--- src/ied_pkg.sv ---
// Shared constants and types of the interrupt enable and dispatch block.
package ied_pkg;

  // ----------------------------------------------------------------------
  // Register addresses
  // ----------------------------------------------------------------------
  localparam logic [7:0] ADDR_FLAGS_A  = 8'h88;
  localparam logic [7:0] ADDR_ENABLE_C = 8'h9a;
  localparam logic [7:0] ADDR_ENABLE_A = 8'ha8;
  localparam logic [7:0] ADDR_ENABLE_B = 8'hb8;

  // ----------------------------------------------------------------------
  // Field positions and reset values
  // ----------------------------------------------------------------------
  localparam int         GLOBAL_EN_BIT   = 7;
  localparam int         FLG_SER1_RX_BIT = 7;
  localparam int         FLG_CONV_BIT    = 5;
  localparam int         FLG_SER0_RX_BIT = 3;
  localparam int         FLG_MODE_HI_BIT = 2;
  localparam int         FLG_RADIO_BIT   = 1;
  localparam int         FLG_MODE_LO_BIT = 0;
  localparam logic [5:0] ENABLE_RST      = 6'h00;
  localparam logic       MODE_RST        = 1'b1;

  // ----------------------------------------------------------------------
  // Sources, vectors and timing
  // ----------------------------------------------------------------------
  localparam int         NUM_SRC     = 18;
  localparam int         NUM_LOCAL   = 4;
  localparam int         PRIO_W      = 2;
  localparam int         NUM_LVL     = 4;
  localparam logic [7:0] VEC_BASE    = 8'h03;
  localparam logic [7:0] VEC_STEP    = 8'h08;
  localparam int         DETECT_CYC  = 1;
  localparam int         CALL_CYC    = 6;

  // Dispatch states.
  typedef enum logic [1:0] {st_idle, st_detect, st_call} ied_state_t;

  // One chosen request on its way to the core.
  typedef struct packed {
    logic [4:0]        src;
    logic [PRIO_W-1:0] prio;
    logic [7:0]        vec;
  } ied_call_t;

endpackage

--- src/ied_dispatch.sv ---
// Interrupt enable registers, local flags and forced-call dispatch.
//
// Behaviour
// - No interrupt is taken while the global enable bit 7 of enable register A is 0; otherwise each source is gated by its own enable.
// - Enable register A holds the sleep timer, cipher, serial1 rx, serial0 rx, converter and radio FIFO enables at bits 5..0, reset 0, bit 6 reads 0.
// - Enable register B holds port0, timer4..timer1 and DMA enables at bits 5..0, reset 0, bits 7:6 read 0.
// - Enable register C holds watchdog, port1, serial1 tx, serial0 tx, port2 and radio general enables at bits 5..0, reset 0, bits 7:6 read 0.
// - Taking an interrupt sends the core to the vector of the requesting source.
// - An active service is preempted only by a strictly higher priority.
// - Return from service ends the active service level so the core resumes where it left.
// - A source event sets its flag whatever the enable state.
// - An enabled set flag is taken at the next instruction boundary by a forced long call.
// - A request no higher than the active service stays pending until it becomes the highest.
// - The fastest response is seven cycles, one of detection and six of forced call.
// - Flags of serial1 rx, converter, serial0 rx and radio FIFO sit at bits 7, 5, 3, 1, reset 0, and clear by hardware on vectoring.
// - Bits 2 and 0 of the flag register reset to 1 and are writable detection mode bits.
// - Eighteen sources are served, each with its own flag and enable.
// - Vectors start at 03h for source 0 and step by 8 up to 8Bh.
`timescale 1ns/1ps
`default_nettype none
module ied_dispatch #(
  parameter int NSRC = ied_pkg::NUM_SRC
) (
  // Clock and reset
  input  wire logic                 core_clk_i,
  input  wire logic                 nrst_i,
  // Special function register port
  input  wire logic [7:0]           sfr_addr_i,
  input  wire logic                 sfr_wr_i,
  input  wire logic [7:0]           sfr_wdata_i,
  input  wire logic                 sfr_rd_i,
  output logic [7:0]                sfr_rdata_o,
  // Sources
  input  wire logic [3:0]           local_event_i,
  input  wire logic [NSRC-5:0]      ext_flag_i,
  input  wire logic [NSRC*2-1:0]    src_prio_i,
  // Core handshake
  input  wire logic                 instr_boundary_i,
  input  wire logic                 return_from_service_i,
  output logic                      call_busy_o,
  output logic                      vec_load_o,
  output logic [7:0]                vec_addr_o,
  output logic [NSRC-1:0]           flag_clr_o,
  output logic [3:0]                in_service_o
);

  // ----------------------------------------------------------------------
  // Registers
  // ----------------------------------------------------------------------
  logic                  global_irq_enable_r, global_irq_enable_nxt;
  logic [5:0]            ena_r, ena_nxt, enb_r, enb_nxt, enc_r, enc_nxt;
  logic [3:0]            pend_r, pend_nxt;
  logic                  mode_hi_r, mode_hi_nxt, mode_lo_r, mode_lo_nxt;
  logic [7:0]            rdata_r, rdata_nxt, flags_view;
  logic [3:0]            hw_clr;

  // Local flags in source order: radio FIFO, converter, serial0, serial1.
  assign flags_view = {pend_r[3], 1'b0, pend_r[1], 1'b0,
                       pend_r[2], mode_hi_r, pend_r[0], mode_lo_r};

  // Register writes; an event beats both a write and a hardware clear.
  always_comb
  begin
    global_irq_enable_nxt = global_irq_enable_r;
    ena_nxt     = ena_r;
    enb_nxt     = enb_r;
    enc_nxt     = enc_r;
    mode_hi_nxt = mode_hi_r;
    mode_lo_nxt = mode_lo_r;
    pend_nxt    = pend_r & ~hw_clr;
    if (sfr_wr_i)
    begin
      case (sfr_addr_i)
        ied_pkg::ADDR_ENABLE_A:
        begin
          global_irq_enable_nxt = sfr_wdata_i[ied_pkg::GLOBAL_EN_BIT];
          ena_nxt = sfr_wdata_i[5:0];
        end
        ied_pkg::ADDR_ENABLE_B: enb_nxt = sfr_wdata_i[5:0];
        ied_pkg::ADDR_ENABLE_C: enc_nxt = sfr_wdata_i[5:0];
        ied_pkg::ADDR_FLAGS_A:
        begin
          pend_nxt = {sfr_wdata_i[ied_pkg::FLG_SER1_RX_BIT],
                      sfr_wdata_i[ied_pkg::FLG_SER0_RX_BIT],
                      sfr_wdata_i[ied_pkg::FLG_CONV_BIT],
                      sfr_wdata_i[ied_pkg::FLG_RADIO_BIT]};
          mode_hi_nxt = sfr_wdata_i[ied_pkg::FLG_MODE_HI_BIT];
          mode_lo_nxt = sfr_wdata_i[ied_pkg::FLG_MODE_LO_BIT];
        end
        default: ;
      endcase
    end
    pend_nxt = pend_nxt | local_event_i;
  end

  // Reads are registered; unmapped addresses answer zero.
  always_comb
  begin
    rdata_nxt = rdata_r;
    if (sfr_rd_i)
    begin
      case (sfr_addr_i)
        ied_pkg::ADDR_ENABLE_A:
          rdata_nxt = {global_irq_enable_r, 1'b0, ena_r};
        ied_pkg::ADDR_ENABLE_B: rdata_nxt = {2'b00, enb_r};
        ied_pkg::ADDR_ENABLE_C: rdata_nxt = {2'b00, enc_r};
        ied_pkg::ADDR_FLAGS_A:  rdata_nxt = flags_view;
        default:                rdata_nxt = 8'h00;
      endcase
    end
  end

  always_ff @(posedge core_clk_i)
  begin
    if (!nrst_i)
    begin
      global_irq_enable_r <= 1'b0;
      ena_r     <= ied_pkg::ENABLE_RST;
      enb_r     <= ied_pkg::ENABLE_RST;
      enc_r     <= ied_pkg::ENABLE_RST;
      pend_r    <= 4'h0;
      mode_hi_r <= ied_pkg::MODE_RST;
      mode_lo_r <= ied_pkg::MODE_RST;
      rdata_r   <= 8'h00;
    end
    else
    begin
      global_irq_enable_r <= global_irq_enable_nxt;
      ena_r     <= ena_nxt;
      enb_r     <= enb_nxt;
      enc_r     <= enc_nxt;
      pend_r    <= pend_nxt;
      mode_hi_r <= mode_hi_nxt;
      mode_lo_r <= mode_lo_nxt;
      rdata_r   <= rdata_nxt;
    end
  end

  assign sfr_rdata_o = rdata_r;

  // ----------------------------------------------------------------------
  // Request selection
  // ----------------------------------------------------------------------
  logic [NSRC-1:0] req_all, en_all;
  logic            pick_valid;
  logic [4:0]      pick_idx;
  logic [1:0]      pick_prio;
  logic [3:0]      isr_r, isr_nxt;
  logic            svc_any;
  logic [1:0]      svc_lvl;
  logic            take;

  assign req_all = {ext_flag_i, pend_r};
  assign en_all  = {enc_r[5], enc_r[0], enc_r[4], enc_r[3], enb_r,
                    enc_r[2], enc_r[1], ena_r};

  ied_pick #(
    .N  (NSRC),
    .PW (ied_pkg::PRIO_W)
  ) u_pick (
    .req_i   (req_all),
    .en_i    (en_all),
    .prio_i  (src_prio_i),
    .valid_o (pick_valid),
    .idx_o   (pick_idx),
    .prio_o  (pick_prio)
  );

  // Highest level in service; a lower request simply waits in its flag.
  always_comb
  begin
    svc_any = |isr_r;
    svc_lvl = 2'd0;
    for (int l = 0; l < ied_pkg::NUM_LVL; l++)
    begin
      if (isr_r[l])
      begin
        svc_lvl = 2'(l);
      end
    end
  end

  // ----------------------------------------------------------------------
  // Dispatch sequence
  // ----------------------------------------------------------------------
  ied_pkg::ied_state_t state_r, state_nxt;
  ied_pkg::ied_call_t  call_r, call_nxt;
  logic [2:0]          cnt_r, cnt_nxt;
  logic                busy_r, busy_nxt, load_r, load_nxt;
  logic [7:0]          vec_r, vec_nxt;
  logic [NSRC-1:0]     clr_r, clr_nxt;
  logic                call_end;

  assign take = instr_boundary_i && global_irq_enable_r && pick_valid &&
                (!svc_any || pick_prio > svc_lvl);
  assign call_end = (state_r == ied_pkg::st_call) && (cnt_r == 3'd0);
  assign hw_clr   = call_end ? clr_nxt[3:0] : 4'h0;

  always_comb
  begin
    state_nxt = state_r;
    call_nxt  = call_r;
    cnt_nxt   = cnt_r;
    load_nxt  = 1'b0;
    vec_nxt   = vec_r;
    clr_nxt   = '0;
    isr_nxt   = isr_r;
    if (return_from_service_i && svc_any)
    begin
      isr_nxt[svc_lvl] = 1'b0;
    end
    case (state_r)
      ied_pkg::st_idle:
      begin
        if (take)
        begin
          call_nxt.src  = pick_idx;
          call_nxt.prio = pick_prio;
          call_nxt.vec  = ied_pkg::VEC_BASE +
                          8'(pick_idx) * ied_pkg::VEC_STEP;
          state_nxt     = ied_pkg::st_detect;
        end
      end
      ied_pkg::st_detect:
      begin
        cnt_nxt   = 3'(ied_pkg::CALL_CYC - 1);
        state_nxt = ied_pkg::st_call;
      end
      ied_pkg::st_call:
      begin
        cnt_nxt = cnt_r - 3'd1;
        if (cnt_r == 3'd0)
        begin
          state_nxt = ied_pkg::st_idle;
          load_nxt  = 1'b1;
          vec_nxt   = call_r.vec;
          clr_nxt[call_r.src] = 1'b1;
          isr_nxt[call_r.prio] = 1'b1;
        end
      end
      default: state_nxt = ied_pkg::st_idle;
    endcase
    busy_nxt = (state_nxt != ied_pkg::st_idle);
  end

  always_ff @(posedge core_clk_i)
  begin
    if (!nrst_i)
    begin
      state_r <= ied_pkg::st_idle;
      call_r  <= '0;
      cnt_r   <= 3'd0;
      busy_r  <= 1'b0;
      load_r  <= 1'b0;
      vec_r   <= 8'h00;
      clr_r   <= '0;
      isr_r   <= 4'h0;
    end
    else
    begin
      state_r <= state_nxt;
      call_r  <= call_nxt;
      cnt_r   <= cnt_nxt;
      busy_r  <= busy_nxt;
      load_r  <= load_nxt;
      vec_r   <= vec_nxt;
      clr_r   <= clr_nxt;
      isr_r   <= isr_nxt;
    end
  end

  assign call_busy_o  = busy_r;
  assign vec_load_o   = load_r;
  assign vec_addr_o   = vec_r;
  assign flag_clr_o   = clr_r;
  assign in_service_o = isr_r;

  // ----------------------------------------------------------------------
  // Checks
  // ----------------------------------------------------------------------
  // Busy without the jump pulse, so the call steps are counted apart.
  logic busy_o_hi;
  assign busy_o_hi = busy_r && !load_r;
endmodule // ied_dispatch
`default_nettype wire

--- src/ied_pick.sv ---
// Picks the highest priority enabled request, lowest source first on a tie.
`timescale 1ns/1ps
`default_nettype none
module ied_pick #(
  parameter int N  = 18,
  parameter int PW = 2
) (
  // Requests, enables and priorities
  input  wire logic [N-1:0]    req_i,
  input  wire logic [N-1:0]    en_i,
  input  wire logic [N*PW-1:0] prio_i,
  // Winner
  output logic                 valid_o,
  output logic [4:0]           idx_o,
  output logic [PW-1:0]        prio_o
);

  // Scan downward so that an equal priority at a lower index replaces the
  // current choice; this gives the lowest source number on ties.
  always_comb
  begin
    valid_o = 1'b0;
    idx_o   = 5'h00;
    prio_o  = '0;
    for (int i = N - 1; i >= 0; i--)
    begin
      if (req_i[i] && en_i[i] &&
          (!valid_o || prio_i[i*PW +: PW] >= prio_o))
      begin
        valid_o = 1'b1;
        idx_o   = 5'(i);
        prio_o  = prio_i[i*PW +: PW];
      end
    end
  end

endmodule // ied_pick
`default_nettype wire

--- config.mk ---
export PLATFORM = sky130hd
export DESIGN_NAME = ied_dispatch
export DESIGN_NICKNAME = d
export VERILOG_FILES = /design/src/ied_pkg.sv /design/src/ied_dispatch.sv /design/src/ied_pick.sv
export SDC_FILE = /design/constraint.sdc
export NUM_CORES = 1
export LEC_CHECK = 0
export ABC_AREA = 1
export ABC_CLOCK_PERIOD_IN_PS = 18950
export BUFFER_PORTS_ARGS = -buffer_cell sky130_fd_sc_hd__buf_2
export CORE_AREA = 2 2 109 111
export CTS_BUF_LIST = sky130_fd_sc_hd__clkbuf_16
export CTS_CLUSTER_DIAMETER = 60
export DETAILED_ROUTE_END_ITERATION = 7
export DIE_AREA = 0 0 111 113
export PLACE_DENSITY = 0.76
export SLEW_MARGIN = 20
export SYNTH_ARGS = -nofsm -noshare
export SYNTH_HDL_FRONTEND = slang
export SYNTH_HIERARCHICAL = 1
export SYNTH_SLANG_ARGS = --single-unit
--- constraint.sdc ---
create_clock -name core_clk_i -period 18.95 [get_ports core_clk_i]
set_input_delay 0.9475 -clock core_clk_i [delete_from_list [all_inputs] [get_ports core_clk_i]]
set_output_delay 0.9475 -clock core_clk_i [all_outputs]
set_load 0.01 [all_outputs]
# Word level (Yosys, flattened, before mapping)
# Index checks and enable logic that the tools add are counted.
# op_classes
muxes	77
n_shift	0
n_lt_le_gt_ge	24
bitwise	6
reduce_logical	92
n_mul	0
eq_ne	6
div_mod_pow	0
addsub	2
# op_table
op	n
$mux 5	18
$mux 2	22
$logic_and 1x1->1	43
$ge 2x2->1	17
$eq 8x8->1 const B	4
$mux 4	8
$pmux 8 s4	1
$mux 1	23
$logic_not 1->1	18
$logic_or 1x1->1	18
$reduce_and 2->1	7
$add 2x8->8 const A	1
$and 4x4->4	2
$not 4->4	2
$or 4x4->4	2
$lt 2x3->1 const B	2
$lt 5x6->1 const B	1
$pmux 2 s3	1
$pmux 3 s2	1
$demux 1 s5	1
$ge 5x1->1 const B	1
$demux 1 s2	2
$ge 2x1->1 const B	2
$reduce_bool 2->1	2
8 further kinds	8
# totals
memories	0
ramBits	0
out_inout_bits	40
wordCells	226
latch_bits	0
regBits	85
inputBits	76
romBits	0

# Logic depth before layout (Yosys ltp)
# depth
ltp_word	76
mapped_depth	149
ltp_nobuf	149

# Modules after synthesis
# The synthesis kept the hierarchy.
# by_module_without_submodules
module	area_per_inst_um2	instances	cells_each	seq_area_each_um2
ied_dispatch	3119.2	1	393	1501.4
ied_pick	1898.1	1	345	0.0

# Worst setup path after synthesis
# OpenSTA, ideal clock, no wires.
# synth_path
path_kind	input-to-reg
startpoint	input ext_flag_i[13]
endpoint	register busy_r (netlist: call_busy_o)
path_stages	131
slack_ps	2797
arrival_time_ps	16038
t_required_ps	18835
path_cell_list	nand2_2 nor2_1 inv_1 ha_1 nand2_1 nand2_1 nand2_1 o21ai_0 ha_1 inv_1 nand2_1 nand2_1 nand3_1 nand2_1 nand2_1 o21ai_0 ha_1 o21ai_0 (+95 left out) nand3_1 and2_1 ha_1 o21ai_0 or3b_2 nand3_1 inv_1 nand2_1 nand2_1 ha_1 inv_1 nor2_1 o21ai_0 o21ai_2 nand2_4 nand2_1 nand3_1 nand2_1
# synth_between
elab_chain_len	76
# synth_lines
element	line_no	text
start, declared	ied_dispatch.sv:35	input wire logic [NSRC-5:0] ext_flag_i,
$logic_and 1x1->1 *	ied_pick.sv:27	if (req_i[i] && en_i[i] &&
$mux 2 / $mux 1 (equally long branches)	ied_pick.sv:27	
$ge 2x2->1 / $logic_not 1->1 (equally long branches)	ied_pick.sv:28	(!valid_o || prio_i[i*PW +: PW] >= prio_o))
$logic_or 1x1->1	ied_pick.sv:28	
$logic_and 1x1->1	ied_pick.sv:27	
$mux 2 / $mux 1 (equally long branches)	ied_pick.sv:27	
$ge 2x2->1 / $logic_not 1->1 (equally long branches)	ied_pick.sv:28	
$logic_or 1x1->1	ied_pick.sv:28	
(+61 left out)	-	
$mux 2 *	ied_pick.sv:27	
named net pick_prio[1]	ied_dispatch.sv:147	logic [1:0] pick_prio;
$gt 2x2->1 *	ied_dispatch.sv:195	(!svc_any || pick_prio > svc_lvl);
$logic_or 1x1->1 *	ied_dispatch.sv:195	
$logic_and 1x1->1 *	ied_dispatch.sv:194	assign take = instr_boundary_i && global_irq_enable_r && pick_valid &&
$mux 2 *	ied_dispatch.sv:215	if (take)
$pmux 2 s3 *	ied_dispatch.sv:212	case (state_r)
$reduce_bool 2->1 *	ied_dispatch.sv:243	busy_nxt = (state_nxt != ied_pkg::st_idle);
end signal, assigned	ied_dispatch.sv:264	busy_r <= busy_nxt;
end, declared	ied_dispatch.sv:189	logic busy_r, busy_nxt, load_r, load_nxt;
# The timed path passes the listed nets; every way through them passes the cells marked *.
# A chain may end at the register's enable or synchronous reset.

# Final worst setup path
# layout_path
startpoint	input ext_flag_i[13]
endpoint	register call_r[10] in the netlist's numbering
# layout_between
elab_chain_len	74
# layout_lines
element	line_no	text
$logic_and 1x1->1 *	ied_pick.sv:27	
$mux 2 / $mux 1 (equally long branches)	ied_pick.sv:27	
$ge 2x2->1 / $logic_not 1->1 (equally long branches)	ied_pick.sv:28	
$logic_or 1x1->1	ied_pick.sv:28	
$logic_and 1x1->1	ied_pick.sv:27	
$mux 2 / $mux 1 (equally long branches)	ied_pick.sv:27	
$ge 2x2->1 / $logic_not 1->1 (equally long branches)	ied_pick.sv:28	
$logic_or 1x1->1	ied_pick.sv:28	
(+59 left out)	-	
$logic_or 1x1->1	ied_pick.sv:28	
$logic_and 1x1->1	ied_pick.sv:27	
$mux 2 *	ied_pick.sv:27	
named net pick_prio[1]	ied_dispatch.sv:147	
$gt 2x2->1 *	ied_dispatch.sv:195	
$logic_or 1x1->1 *	ied_dispatch.sv:195	
$logic_and 1x1->1 *	ied_dispatch.sv:194	
$reduce_and 2->1 (no line) *	-	
end signal, assigned	ied_dispatch.sv:262	call_r <= call_nxt;
end, declared	ied_dispatch.sv:187	ied_pkg::ied_call_t call_r, call_nxt;
# Marks and branches as above.

==> results.ini <==
[die]
fp.dieW_um=111
fp-row-count=39
coreArea_um2=11270
start_util_pct=44.51
io_pins=116
dieArea_um2=12540
die_h_um=113

[detailed_routing]
wl_um=12130
drt_iter0_markers=278
final_antenna_net_count=0
viasPerCell=4.894
drt-pass1-iter-count=5
vias=4879
drt_drc_violations_left=0
wl_per_cell_um=12.17

[global_route]
overflow=0
antenna_found_initial=0
grt_usage_pct=19.14
grt_max_degree=33
grt_pass1_wl_um=20050
grt_pass1_vias=4416

[power_and_ir_drop]
combPwrFrac_pct=7.1
swShare_pct=22.05
p_int_uw=268.5
p_leak_nw=3.221
p_clk_share_pct=46.7
p_seq_share_pct=46.2
ir_drop_v=0.00004123
net-switching-power_uw=75.94
power.density_nw_per_um2=57.42

[layout]
fillerInstances=1132
regArea_um2=1501
drive_gt1_share_pct=24.47
syn2layout_area_growth_pct=19.55
antenna_cells=0
multi_input_area_um2=2968
fin_cells=997
nets=960
final_common_cell=nand2_1
final_cell_mix=nand2_1 (137), inv_1 (124), buf_2 (112)

[hold_path]
hold_class=reg2reg

[setup_path]
slowest_delay_ns=0.48
path_buf_inv=15
cp_top_family=simple AND/OR/NAND/NOR gates
crit_slowest_cell=or3b_2
worstSetupStartpointType=input pin
cp_common_cell=nand2_1
crit_fanout=8
cp-end-kind=flip-flop
cp_data_arrival_time_ns=17.46
path_class=in2reg
cp_data_required_time_ns=19.11

[sta]
period_needed_ns=17.30
holdWs_ns=0.4637
skew_ns=0.007007
drv_slew=0
hold_viol=0
tightest_slew_ns=0.9856
max_freq_ghz=0.05780
finalCritPeriodShare_pct=91.30
slew_headroom_pct=34.22
setup_viol=0

[placed_design]
dp.cells=978
place_congestion=0.8706
dp.final_hpwl_um=9599
port-buffer-count=112

[clocking]
numClockSinks=75
cts_max_level=3
worstSkewPairLatency_ns=0.32
cts.path.max_buffers=2
cts_root_buf=clkbuf_16
clkTransAtPathRegs_ns=0.06
cts_buffers=9
cts_hold_buf=0
cts_tree=done

[yosys]
async_reset_ff_share_pct=0
ys_seq_elements=75
yosys_warnings=6
yosysTopAreaCellShare_pct=29.93
ys_types=42
synth.area.top_cells=dfxtp_1 (30%), nand2_1 (10%), inv_1 (9.3%), ha_1 (8.0%), nand3_1 (7.5%)
synth-edff-count=0
syn_inst=738
yosysSeqAreaShare_pct=29.93
avgSynthCellArea_um2=6.799
ys.flop_type=dfxtp_1
netlist_area_um2=5017
netlist.top_cell.by_area=dfxtp_1

[flow_run]
maxCapViolations=0

[run_status]
status=finished clean

synthesized netlist by cell type (12+ instances only):
| master | instances |
|---|---|
| o21ai_0 | 49 |
| a21oi_1 | 48 |
| dfxtp_1 | 75 |
| o21ai_1 | 14 |
| ha_1 | 32 |
| nand3_1 | 75 |
| nand2_1 | 139 |
| nand2_2 | 22 |
| nor2_1 | 58 |
| nand3_2 | 12 |
| nand2_4 | 15 |
| inv_1 | 124 |
kinds of logic after synthesis:
kind of cell	count (synthesis)	share of synthesized area, %
buf+inv	142	11.60
fa+ha+maj	32	7.980
other cells	1	0.07474
compound gates	131	14.09
flops	75	29.93
simple gates	356	36.16
xor+xnor	1	0.1746
path summary, 6_finish.rpt:
kind                               startpoint  depth (start not counted)  slack (ns)                     endpoint
hold / removal    sfr_rdata_o[0]$_SDFFE_PN0P_                          2        0.46  sfr_rdata_o[0]$_SDFFE_PN0P_
setup reg to reg        enc_r[5]$_SDFFE_PN0P_                        136        1.93      call_r[10]$_SDFFE_PN0P_
setup / recovery               ext_flag_i[13]                        137        1.65      call_r[10]$_SDFFE_PN0P_
hold reg to reg   sfr_rdata_o[0]$_SDFFE_PN0P_                          2        0.46  sfr_rdata_o[0]$_SDFFE_PN0P_
flip-flops by register name, summed over array words and instances, names as in the netlist, 2 cells and up:
signal	flops
pend_r	4
cnt_r	3
enb_r	6
sfr_rdata_o	7
state_r	2
call_r	8
flag_clr_o	18
in_service_o	4
enc_r	6
ena_r	6
vec_addr_o	6
worst register-to-register path: cells and delay by family (launching register included):
family | cells | cell delay, ns
AOI/OAI and AO/OA | 29 | 3.30
adders and majority gates | 18 | 4.69
buffers and inverters | 14 | 1.08
DFF | 1 | 0.41
and+or+nand+nor | 75 | 7.33
through the flow:
| stage | area [um^2] | power [mW] | setup TNS [ns] | worst slack (ns) | utilization, % |
|---|---|---|---|---|---|
| finish | 5998 | 0.3444 | 0 | 1.649 | 53.21 |
| global route | 5998 | 0.3568 | -0.7617 | -0.1125 | 53.21 |
| CTS | 5931 | 0.3462 | 0 | 1.084 | 52.61 |
| detailed placement | 5652 | 0.1867 | 0 | 0.8167 | 50.14 |
| global placement | 5652 | 0.1866 | 0 | 1.042 | 50.14 |
| floorplan | 5021 | 0.1755 | 0 | 2.797 | - |
power groups by stage:
stage	Clock, mW	Combinational, mW	Sequential, mW
6_report	0.161	0.0244	0.159
5_1_grt	0.170	0.0281	0.159
4_1_cts	0.163	0.0243	0.159
3_5_place_dp	0	0.0242	0.163
3_3_place_gp	0	0.0240	0.163
2_1_floorplan	0	0.0132	0.162
layout make-up:
class | instances | share of cell area (%)
multi-input cells | 523 | 49.48
inverters | 126 | 7.885
repair buffers | 117 | 9.971
well taps | 143 | 2.983
clock inverters | 4 | 0.8970
flip-flops and latches | 75 | 25.03
clock buffers | 9 | 3.755
what timing repair did:
item                                    CTS  global route
endpoints found under the setup margin    0            10
resized for setup                         0            16
setup buffers                             0             5
metal layers:
metal / global-route usage (%) / wire, um / vias up
li1: - / - / 2603
met1: 27.28 / 5988 / 2163
met5: 0 / 0 / -
met2: 30.47 / 5440 / 107
met3: 3.374 / 620 / 6
met4: 4.167 / 80 / 0
(Power assumes the default switching activity.)
